--- src/core/rlc_pkg.sv ---
// Shared constants, register map and types for the redriver lane control block
package rlc_pkg;

	// Register bus geometry
	localparam int        RLC_ADDR_W   = 8;
	localparam int        RLC_DATA_W   = 8;

	// Register offsets (byte addresses)
	localparam logic [7:0] REG_CTRL     = 8'h00;
	localparam logic [7:0] REG_SWING    = 8'h04;
	localparam logic [7:0] REG_LANE1_EQ = 8'h08;
	localparam logic [7:0] REG_LANE2_EQ = 8'h0C;
	localparam logic [7:0] REG_STATUS   = 8'h10;

	// Control register fields
	localparam int        CTRL_LIMIT_BIT = 0;
	localparam int        CTRL_LIN_LSB   = 1;
	localparam int        CTRL_FLIP_BIT  = 3;
	localparam int        CTRL_X2_BIT    = 4;
	localparam logic [7:0] CTRL_RESET    = 8'h16;

	// Swing register fields
	localparam int        SWING_LSB      = 0;
	localparam logic [7:0] SWING_RESET   = 8'h00;

	// Per-lane transmit equalisation register fields
	localparam int        EQ_PS_LSB      = 0;
	localparam int        EQ_PS_ON_BIT   = 2;
	localparam int        EQ_DE_LSB      = 4;
	localparam int        EQ_DE_ON_BIT   = 6;
	localparam logic [7:0] EQ_RESET      = 8'h00;

	// Status register fields
	localparam int        ST_STATE_LSB   = 0;
	localparam int        ST_CFG_BIT     = 2;
	localparam int        ST_NC_ON_BIT   = 3;
	localparam int        ST_SERIAL_BIT  = 4;
	localparam int        ST_RSVD_BIT    = 5;
	localparam int        ST_DUAL_BIT    = 6;
	localparam int        ST_SLEEP_BIT   = 7;

	// Linearity range used when strapped
	localparam logic [1:0] LIN_TOP       = 2'h3;

	// Four-level strap pin codes
	localparam logic [1:0] LVL_0         = 2'h0;
	localparam logic [1:0] LVL_R         = 2'h1;
	localparam logic [1:0] LVL_F         = 2'h2;
	localparam logic [1:0] LVL_1         = 2'h3;

	// Timing
	localparam int        CLK_PERIOD_NS  = 20;
	localparam int        U1_DWELL_NS    = 1000;
	localparam int        U1_DWELL_CYC   = (U1_DWELL_NS + CLK_PERIOD_NS - 1) / CLK_PERIOD_NS;
	localparam logic [5:0] U1_DWELL_LAST = 6'(U1_DWELL_CYC - 1);
	localparam logic [2:0] STRAP_WAIT_LAST = 3'h4;

	// Synchronised pin vector width
	localparam int        SYNC_W         = 12;

	// Link power states
	typedef enum logic [1:0] {
		RLC_DISC,
		RLC_U0,
		RLC_U1,
		RLC_U23
	} rlc_pwr_t;

endpackage : rlc_pkg

--- src/core/rlc_pin_sync.sv ---
// Three-stage pin synchroniser with agreement filter
`timescale 1ns/1ns
module rlc_pin_sync
	import rlc_pkg::*;
#(
	parameter int WIDTH = SYNC_W
)
(
	// Clock and reset
	input  wire logic             ref_clk,
	input  wire logic             reset,
	// Raw pins and filtered levels
	input  wire logic [WIDTH-1:0] pin_in,
	output logic      [WIDTH-1:0] pin_out
);

	genvar i;
	generate
		for (i = 0; i < WIDTH; i++)
		begin : g_bit
			logic stage1;
			logic stage2;
			logic stage3;
			logic level;
			logic next_level;

			// New level only counts once stages two and three agree
			always_comb
			begin
				next_level = level;
				if (stage2 == stage3)
				begin
					next_level = stage3;
				end
			end

			// First stage feeds only the second
			always_ff @(posedge ref_clk)
			begin
				if (reset)
				begin
					stage1 <= 1'b0;
					stage2 <= 1'b0;
					stage3 <= 1'b0;
					level  <= 1'b0;
				end
				else
				begin
					stage1 <= pin_in[i];
					stage2 <= stage1;
					stage3 <= stage2;
					level  <= next_level;
				end
			end

			assign pin_out[i] = level;
		end
	endgenerate

endmodule : rlc_pin_sync

--- src/core/rlc_lane_ctrl.sv ---
// Mode, lane power and transmit setting control for the two-port redriver
//
// Added by the designer: the strobed register port and the register offsets.
`timescale 1ns/1ns
// Behaviour
// Outputs linear by default, all transmitters
// Four linearity ranges; strapped uses top
// Limited mode only on host-side transmitters
// Limited off after reset until enabled
// Lane pre-shoot level gated by enables
// Lane de-emphasis level gated by enables
// No transmit equalisation in pin-strap mode
// Detect dual-lane; non-config lane follows
// Orientation alone picks config lane
// Non-config lane off in low power
// Config lane decides entry and exit
// Sleep low disables receiver detection
// Asleep in U3: terminate, ignore wake
// Asleep in disconnect: terminations off
// Sleep high resumes periodic detection
// Sleep acts on both ports
// Mode pin: F serial, 1 strap
// U2/U3 wakes on signaling, drops on loss
// Straps sampled once after reset
module rlc_lane_ctrl
	import rlc_pkg::*;
(
	// Clock and reset
	input  wire logic       ref_clk,
	input  wire logic       reset,
	// Register port
	input  wire logic [7:0] reg_addr,
	input  wire logic [7:0] reg_wdata,
	input  wire logic       reg_wr,
	input  wire logic       reg_rd,
	output logic      [7:0] reg_rdata,
	// Straps and system pins
	input  wire logic [1:0] mode_level_pin,
	input  wire logic       flip_pin,
	input  wire logic       system_sleep_n,
	// Link sense per port
	input  wire logic [1:0] far_term_host,
	input  wire logic [1:0] far_term_conn,
	input  wire logic [1:0] lane_idle,
	input  wire logic [1:0] lane_lfps,
	// Mode status
	output logic            serial_mode,
	output logic            mode_reserved,
	output logic            config_lane,
	output logic [1:0]      link_state,
	output logic            dual_lane_active,
	// Lane power and receiver control
	output logic [1:0]      lane_on,
	output logic [1:0]      rx_term_en,
	output logic            rx_detect_en,
	// Transmitter settings
	output logic [1:0]      linearity_level,
	output logic [1:0]      host_tx_limited,
	output logic [1:0]      host_tx_swing_level,
	output logic [1:0]      tx_preshoot_on,
	output logic [3:0]      tx_preshoot_level,
	output logic [1:0]      tx_deemph_on,
	output logic [3:0]      tx_deemph_level
);

	logic [SYNC_W-1:0] sync_out;
	logic [1:0] s_mode;
	logic       s_flip;
	logic       s_sleep_n;
	logic       s_asleep;
	logic [1:0] s_term_h;
	logic [1:0] s_term_c;
	logic [1:0] s_idle;
	logic [1:0] s_lfps;

	// All pins cross into the clock domain here
	// Sleep crosses inverted so a cleared synchroniser reads awake, not asleep
	rlc_pin_sync #(
		.WIDTH (SYNC_W)
	) u_sync (
		.ref_clk (ref_clk),
		.reset   (reset),
		.pin_in  ({mode_level_pin, flip_pin, ~system_sleep_n, far_term_host,
			far_term_conn, lane_idle, lane_lfps}),
		.pin_out (sync_out)
	);

	assign {s_mode, s_flip, s_asleep, s_term_h, s_term_c, s_idle, s_lfps} = sync_out;
	assign s_sleep_n = ~s_asleep;

	// Strap capture state
	logic [2:0] strap_cnt;
	logic       strap_done;
	logic [2:0] next_strap_cnt;
	logic       next_strap_done;
	logic       next_serial;
	logic       next_reserved;

	// Wait for the synchroniser to settle, then freeze the mode
	always_comb
	begin
		next_strap_cnt  = strap_cnt;
		next_strap_done = strap_done;
		next_serial     = serial_mode;
		next_reserved   = mode_reserved;
		if (!strap_done)
		begin
			if (strap_cnt == STRAP_WAIT_LAST)
			begin
				next_strap_done = 1'b1;
				next_serial     = (s_mode == LVL_F);
				next_reserved   = (s_mode == LVL_0) || (s_mode == LVL_R);
			end
			else
			begin
				next_strap_cnt = strap_cnt + 3'h1;
			end
		end
	end

	// Reserved levels fall back to strap behaviour
	always_ff @(posedge ref_clk)
	begin
		if (reset)
		begin
			strap_cnt     <= 3'h0;
			strap_done    <= 1'b0;
			serial_mode   <= 1'b0;
			mode_reserved <= 1'b0;
		end
		else
		begin
			strap_cnt     <= next_strap_cnt;
			strap_done    <= next_strap_done;
			serial_mode   <= next_serial;
			mode_reserved <= next_reserved;
		end
	end

	// Register file state
	logic [7:0] ctrl;
	logic [7:0] swing;
	logic [7:0] eq [2];
	logic [7:0] next_ctrl;
	logic [7:0] next_swing;
	logic [7:0] next_eq [2];
	logic [7:0] next_rdata;
	rlc_pwr_t   state;

	// Writes land only in serial mode; strapped parts still answer reads but ignore writes
	always_comb
	begin
		next_ctrl  = ctrl;
		next_swing = swing;
		next_eq[0] = eq[0];
		next_eq[1] = eq[1];
		next_rdata = 8'h00;
		if (reg_wr && serial_mode)
		begin
			case (reg_addr)
				REG_CTRL:     next_ctrl  = reg_wdata;
				REG_SWING:    next_swing = reg_wdata;
				REG_LANE1_EQ: next_eq[0] = reg_wdata;
				REG_LANE2_EQ: next_eq[1] = reg_wdata;
				default:      next_ctrl  = ctrl;
			endcase
		end
		if (reg_rd)
		begin
			case (reg_addr)
				REG_CTRL:     next_rdata = ctrl;
				REG_SWING:    next_rdata = swing;
				REG_LANE1_EQ: next_rdata = eq[0];
				REG_LANE2_EQ: next_rdata = eq[1];
				REG_STATUS:
				begin
					next_rdata[ST_STATE_LSB +: 2] = link_state;
					next_rdata[ST_CFG_BIT]        = config_lane;
					next_rdata[ST_NC_ON_BIT]      = lane_on[~config_lane];
					next_rdata[ST_SERIAL_BIT]     = serial_mode;
					next_rdata[ST_RSVD_BIT]       = mode_reserved;
					next_rdata[ST_DUAL_BIT]       = dual_lane_active;
					next_rdata[ST_SLEEP_BIT]      = ~s_sleep_n;
				end
				default:      next_rdata = 8'h00;
			endcase
		end
	end

	// Limited mode enable resets clear
	always_ff @(posedge ref_clk)
	begin
		if (reset)
		begin
			ctrl      <= CTRL_RESET;
			swing     <= SWING_RESET;
			eq[0]     <= EQ_RESET;
			eq[1]     <= EQ_RESET;
			reg_rdata <= 8'h00;
		end
		else
		begin
			ctrl      <= next_ctrl;
			swing     <= next_swing;
			eq[0]     <= next_eq[0];
			eq[1]     <= next_eq[1];
			reg_rdata <= next_rdata;
		end
	end

	// Config lane and its link sense
	logic cfg;
	logic term_ok;
	logic idle_cfg;
	logic lfps_cfg;
	logic active_nc;
	logic x2_enable;
	logic limited;

	assign cfg       = serial_mode ? ctrl[CTRL_FLIP_BIT] : s_flip;
	assign term_ok   = s_term_h[cfg] & s_term_c[cfg];
	assign idle_cfg  = s_idle[cfg];
	assign lfps_cfg  = s_lfps[cfg];
	assign active_nc = ~s_idle[~cfg];
	assign x2_enable = serial_mode ? ctrl[CTRL_X2_BIT] : 1'b1;
	assign limited   = serial_mode & ctrl[CTRL_LIMIT_BIT];

	// Power state machine group
	rlc_pwr_t   next_state;
	logic [5:0] dwell;
	logic [5:0] next_dwell;
	logic       next_dual;
	logic [1:0] next_lane_on;
	logic [1:0] next_term;
	logic       next_detect;

	// Only the config lane moves the state; the other lane just follows
	always_comb
	begin
		next_state = state;
		next_dwell = dwell;
		next_dual  = dual_lane_active;
		case (state)
			RLC_DISC:
			begin
				next_dual = 1'b0;
				if (s_sleep_n && term_ok)
				begin
					next_state = RLC_U0;
				end
			end
			RLC_U0:
			begin
				if (x2_enable && active_nc)
				begin
					next_dual = 1'b1;
				end
				if (!term_ok)
				begin
					next_state = RLC_DISC;
				end
				else if (idle_cfg)
				begin
					next_state = RLC_U1;
					next_dwell = 6'h00;
				end
			end
			RLC_U1:
			begin
				if (!term_ok)
				begin
					next_state = RLC_DISC;
				end
				else if (!idle_cfg || lfps_cfg)
				begin
					next_state = RLC_U0;
				end
				else if (dwell == U1_DWELL_LAST)
				begin
					next_state = RLC_U23;
				end
				else
				begin
					next_dwell = dwell + 6'h01;
				end
			end
			RLC_U23:
			begin
				// Asleep: no detection and no wake, terminations stay on
				if (s_sleep_n && !term_ok)
				begin
					next_state = RLC_DISC;
				end
				else if (s_sleep_n && lfps_cfg)
				begin
					next_state = RLC_U0;
				end
			end
			default:
			begin
				next_state = RLC_DISC;
			end
		endcase
		next_lane_on       = 2'b00;
		next_lane_on[cfg]  = 1'b1;
		next_lane_on[~cfg] = next_dual && (next_state == RLC_U0);
		next_term          = (!s_sleep_n && next_state == RLC_DISC) ? 2'b00 : 2'b11;
		next_detect        = s_sleep_n && (next_state == RLC_DISC || next_state == RLC_U23);
	end

	// Lane outputs follow the next state so re-enable lands with the exit
	always_ff @(posedge ref_clk)
	begin
		if (reset)
		begin
			state            <= RLC_DISC;
			dwell            <= 6'h00;
			dual_lane_active <= 1'b0;
			lane_on          <= 2'b01;
			config_lane      <= 1'b0;
			rx_term_en       <= 2'b11;
			rx_detect_en     <= 1'b0;
		end
		else
		begin
			state            <= next_state;
			dwell            <= next_dwell;
			dual_lane_active <= next_dual;
			lane_on          <= next_lane_on;
			config_lane      <= cfg;
			rx_term_en       <= next_term;
			rx_detect_en     <= next_detect;
		end
	end

	assign link_state = state;

	// Shared transmitter settings
	logic [1:0] next_lin;
	logic [1:0] next_swing_lvl;

	// Connector-side transmitters always stay linear
	always_comb
	begin
		next_lin       = serial_mode ? ctrl[CTRL_LIN_LSB +: 2] : LIN_TOP;
		next_swing_lvl = limited ? swing[SWING_LSB +: 2] : 2'h0;
	end

	always_ff @(posedge ref_clk)
	begin
		if (reset)
		begin
			linearity_level     <= LIN_TOP;
			host_tx_swing_level <= 2'h0;
		end
		else
		begin
			linearity_level     <= next_lin;
			host_tx_swing_level <= next_swing_lvl;
		end
	end

	// Per host-side transmitter limited mode and equalisation
	genvar ln;
	generate
		for (ln = 0; ln < 2; ln++)
		begin : g_lane
			logic       next_lim;
			logic       next_ps_on;
			logic       next_de_on;
			logic [1:0] next_ps;
			logic [1:0] next_de;

			// Levels read zero whenever their gate is shut
			always_comb
			begin
				next_lim   = limited;
				next_ps_on = limited & eq[ln][EQ_PS_ON_BIT];
				next_de_on = limited & eq[ln][EQ_DE_ON_BIT];
				next_ps    = next_ps_on ? eq[ln][EQ_PS_LSB +: 2] : 2'h0;
				next_de    = next_de_on ? eq[ln][EQ_DE_LSB +: 2] : 2'h0;
			end

			always_ff @(posedge ref_clk)
			begin
				if (reset)
				begin
					host_tx_limited[ln]           <= 1'b0;
					tx_preshoot_on[ln]            <= 1'b0;
					tx_deemph_on[ln]              <= 1'b0;
					tx_preshoot_level[2*ln +: 2]  <= 2'h0;
					tx_deemph_level[2*ln +: 2]    <= 2'h0;
				end
				else
				begin
					host_tx_limited[ln]           <= next_lim;
					tx_preshoot_on[ln]            <= next_ps_on;
					tx_deemph_on[ln]              <= next_de_on;
					tx_preshoot_level[2*ln +: 2]  <= next_ps;
					tx_deemph_level[2*ln +: 2]    <= next_de;
				end
			end
		end
	endgenerate
endmodule : rlc_lane_ctrl

--- config.mk ---
export PLATFORM = sky130hd
export DESIGN_NAME = rlc_lane_ctrl
export DESIGN_NICKNAME = d
export VERILOG_FILES = /design/src/core/rlc_pkg.sv /design/src/core/rlc_pin_sync.sv /design/src/core/rlc_lane_ctrl.sv
export SDC_FILE = /design/constraint.sdc
export NUM_CORES = 1
export LEC_CHECK = 0
export BUFFER_PORTS_ARGS = -buffer_cell sky130_fd_sc_hd__buf_2
export CAP_MARGIN = 20
export CORE_MARGIN = 5
export CORE_UTILIZATION = 50
export CTS_CLUSTER_SIZE = 20
export DETAILED_ROUTE_END_ITERATION = 6
export MAX_ROUTING_LAYER = met4
export PLACE_DENSITY = 0.7
export SLEW_MARGIN = 20
export SYNTH_ARGS = -nofsm -noshare
export SYNTH_HDL_FRONTEND = slang
export SYNTH_SLANG_ARGS = --single-unit
export TNS_END_PERCENT = 1
--- constraint.sdc ---
create_clock -name ref_clk -period 5.3 [get_ports ref_clk]
set_input_delay 0.53 -clock ref_clk [delete_from_list [all_inputs] [get_ports ref_clk]]
set_output_delay 0.53 -clock ref_clk [all_outputs]
set_load 0.01 [all_outputs]
==> run summary <==
Worst Min Path Start = system_sleep_n
FP Rows = 35
first-pass GRT wire length = 16300 um
Avg Cell Area, Syn = 9.76 um2
die width = 107 um
area grow syn2layout = 20.0%
cells after synthesis = 479
Most used DFF post-synth = dfxtp_1
Reg2Reg Launch Point = serial_mode
post-synthesis cell type count = 57
Antenna Cells = 0
Total Wirelength = 9820 um
status = complete, no violations
iteration-0 DRC count of the detailed router = 205
mux cell area share after synthesis = 0.0875
WS Path Type = reg2reg
CP max FO = 15
Peak VDD IR = 0.000252 V
clk root buf = clkbuf_8
placed cell count = 634
Leak Pwr = 2.37 nW
worst hold path class = in2reg
Sw Share = 0.226
Final GP Congestion = 0.859
Slew Limit Fails = 0
crit path max-delay cell type = mux2i_2
Yosys warning count = 0
most frequent cells in the layout = 125 x dfxtp_1, 69 x buf_2, 46 x nand2_1, 43 x nor2_1, 37 x nor2b_1
Power Internal = 1.65 mW
Fmax = 348 MHz
Final Util = 0.610
top cell family by delay on the critical path = multiplexers
Simple-Gate Fraction of Synth Area = 0.208
total CTS buffers = 17
clk_lat worst skew = 0.51 ns
GRT Residual Overflow = 0
final std cells w/o fill = 667
complex-gate fraction of the synthesized area = 0.117
Critical Path Source Type = flop
antenna-violating nets left = 0
syn nets = 517
Sink Count = 125
reg2reg setup slack = 2.43 ns
part of the power in registers = 0.457
# nets final = 581
most frequent CP cell = o21ai_0
r2r endpoint = lane_on[1]
final setup violating endpoints = 0
top cells by area, synth = dfxtp_1 54%, mux2i_1 7.1%, nor2b_1 5.0%, a21oi_1 3.9%, nand2_1 3.7%
commonest non-fill, non-tap cell in the layout = dfxtp_1
CTS Hold Bufs = 0
Synth top area share = 0.535
dpl hpwl = 6630 um
CTS tree = done
Slew Limit Headroom = 0.364
H-tree depth = 4
clock period minus worst slack = 2.87 ns
Worst setup EP type = flop
Pre-Repair DR Iteration Count = 7
Power Density = 379 nW/um2
Mapped Area = 4670 um2
synthesized-area fraction occupied by adder cells = 0.0161
worst hold stages = 2
number of enable flip-flop cells after synthesis = 0
WHS = 0.198 ns
design area = 5610 um2
post-synthesis sequential area ratio = 0.535
buffer count from post-CTS setup fixing = 0
Worst EP required = 5.74 ns
Arr. time, crit path = 3.31 ns
Least-Margin Pin Slew = 0.949 ns
Top Ports = 69
post-synthesis register bit count = 125
clk_skew = 0.00756 ns
worst-path cell chain = mux2i_4 -> mux2i_2 -> o21ai_0 -> o211a_1 -> inv_1 -> ha_1 -> o21ai_0 -> o21a_1 -> nor2_1
ys async rst share = 0
Comb pwr share = 0.042
Cell Area, Placed = 5040 um2
clk slew on worst S/H paths = 0.06 ns
Clk network pwr share = 0.501
Initial Utilization = 0.508
Core Footprint = 9200 um2
I/O Buffers = 68
main combinational cell family by area after synthesis = simple AND/OR/NAND/NOR gates
worst r2r path cells = 9
xor/xnor cell area share of the yosys netlist = 0.00187
RSZ-0062 raised after global routing = no
# Max-Cap Violations = 0
share of layout cells above drive strength 1 = 0.214
DRC = 0
Post-CTS Resized = 0
vias in the first global route = 3423
Slowest Stage Delay on Critical Path = 0.72 ns
GRT Resource Usage Total = 0.184
Switching Power = 482 uW
hold worst-path end = u_sync.g_bit[8].stage1
post-synth top area cell = dfxtp_1
initial antenna violation count = 0
count of final hold-check violations = 0
Final period util = 0.542
Vias/cell = 5.40
Die Ht = 107 um
die area = 11400 um2
setup TNS = 0 ns
clk buf depth = 2
WP buf/inv = 1
Vias = 3602
drt wl/cell = 14.7 um
largest net degree at the start of global routing = 64
## cells by family after synthesis
group	count (synthesis)
xor gates and xnor gates	1
adders and majority gates	6
DFF	125
muxes	38
and+or+nand+nor	185
AOI/OAI and AO/OA	88
buffers and inverters	36
## layer usage
| metal | global-route usage | wire length (um) | share of wire |
|---|---|---|---|
| met1 | 0.234 | 4430 | 0.45 |
| met2 | 0.276 | 4550 | 0.46 |
| met3 | 0.0548 | 732 | 0.075 |
| met4 | 0.0712 | 110 | 0.011 |
| met5 | - | 0 | 0 |
## cell type report
| cell class | count | area [um2] |
|---|---|---|
| Clock buffer | 20 | 445 |
| Clock inverter | 12 | 114 |
| Multi-Input combinational cell | 318 | 2020 |
| Fill cell | 765 | 3590 |
| Inverter | 11 | 41.3 |
| Sequential cell | 125 | 2500 |
| Tap cell | 111 | 139 |
| Timing Repair Buffer | 70 | 353 |
## registers in the layout, summed over array words and instances (netlist names), 2 cells and up
signal / cells
swing: 8
tx_preshoot_on: 2
tx_preshoot_level: 4
dwell: 6
strap_cnt: 3
u_sync.g_bit.stage2: 12
reg_rdata: 8
tx_deemph_level: 4
lane_on: 2
linearity_level: 2
u_sync.g_bit.level: 12
eq: 16
host_tx_swing_level: 2
u_sync.g_bit.stage3: 12
ctrl: 8
tx_deemph_on: 2
link_state: 2
u_sync.g_bit.stage1: 12
## cells in the mapped netlist, drive strengths merged (2+ instances only)
| cell type | count |
|---|---|
| buf | 12 |
| nor4 | 3 |
| nand3 | 8 |
| a211oi | 3 |
| nor2 | 43 |
| ha | 6 |
| a32oi | 3 |
| clkbuf | 13 |
| mux2i | 34 |
| nand4b | 3 |
| a31o | 2 |
| o21ai | 25 |
| nor3 | 5 |
| mux2 | 3 |
| nand2b | 4 |
| nor2b | 37 |
| nand2 | 46 |
| inv | 11 |
| o211ai | 3 |
| nand4 | 6 |
| nand3b | 4 |
| and2 | 11 |
| and3 | 9 |
| dfxtp | 125 |
| a21oi | 36 |
| a22o | 4 |
## power groups by stage
stage	logic, mW	clock network (mW)	registers (mW)
6_report	0.0890	1.07	0.973
5_1_grt	0.102	1.13	0.977
4_1_cts	0.0898	1.08	0.973
3_5_place_dp	0.0892	0	0.994
3_3_place_gp	0.0842	0	0.993
2_1_floorplan	0.0590	0	0.992
## per-stage QoR
step	power, mW	worst slack (ns)
6_report	2.13	2.43
4_1_cts	2.14	2.18
3_3_place_gp	1.08	2.36
5_1_grt	2.21	2.16
2_1_floorplan	1.05	3.12
3_5_place_dp	1.08	2.25
## worst max path at each step
stage / startpoint / to / cells after the start / slack [ns]
floorplan: serial_mode / lane_on[1] / 10 / 3.12
global placement: serial_mode / lane_on[1] / 9 / 2.36
detailed placement: serial_mode / lane_on[1] / 9 / 2.25
CTS: serial_mode / lane_on[1] / 9 / 2.18
global route: serial_mode / lane_on[0] / 8 / 2.16
finish: serial_mode / lane_on[1] / 9 / 2.43
Power figures use the tool's default switching activity.
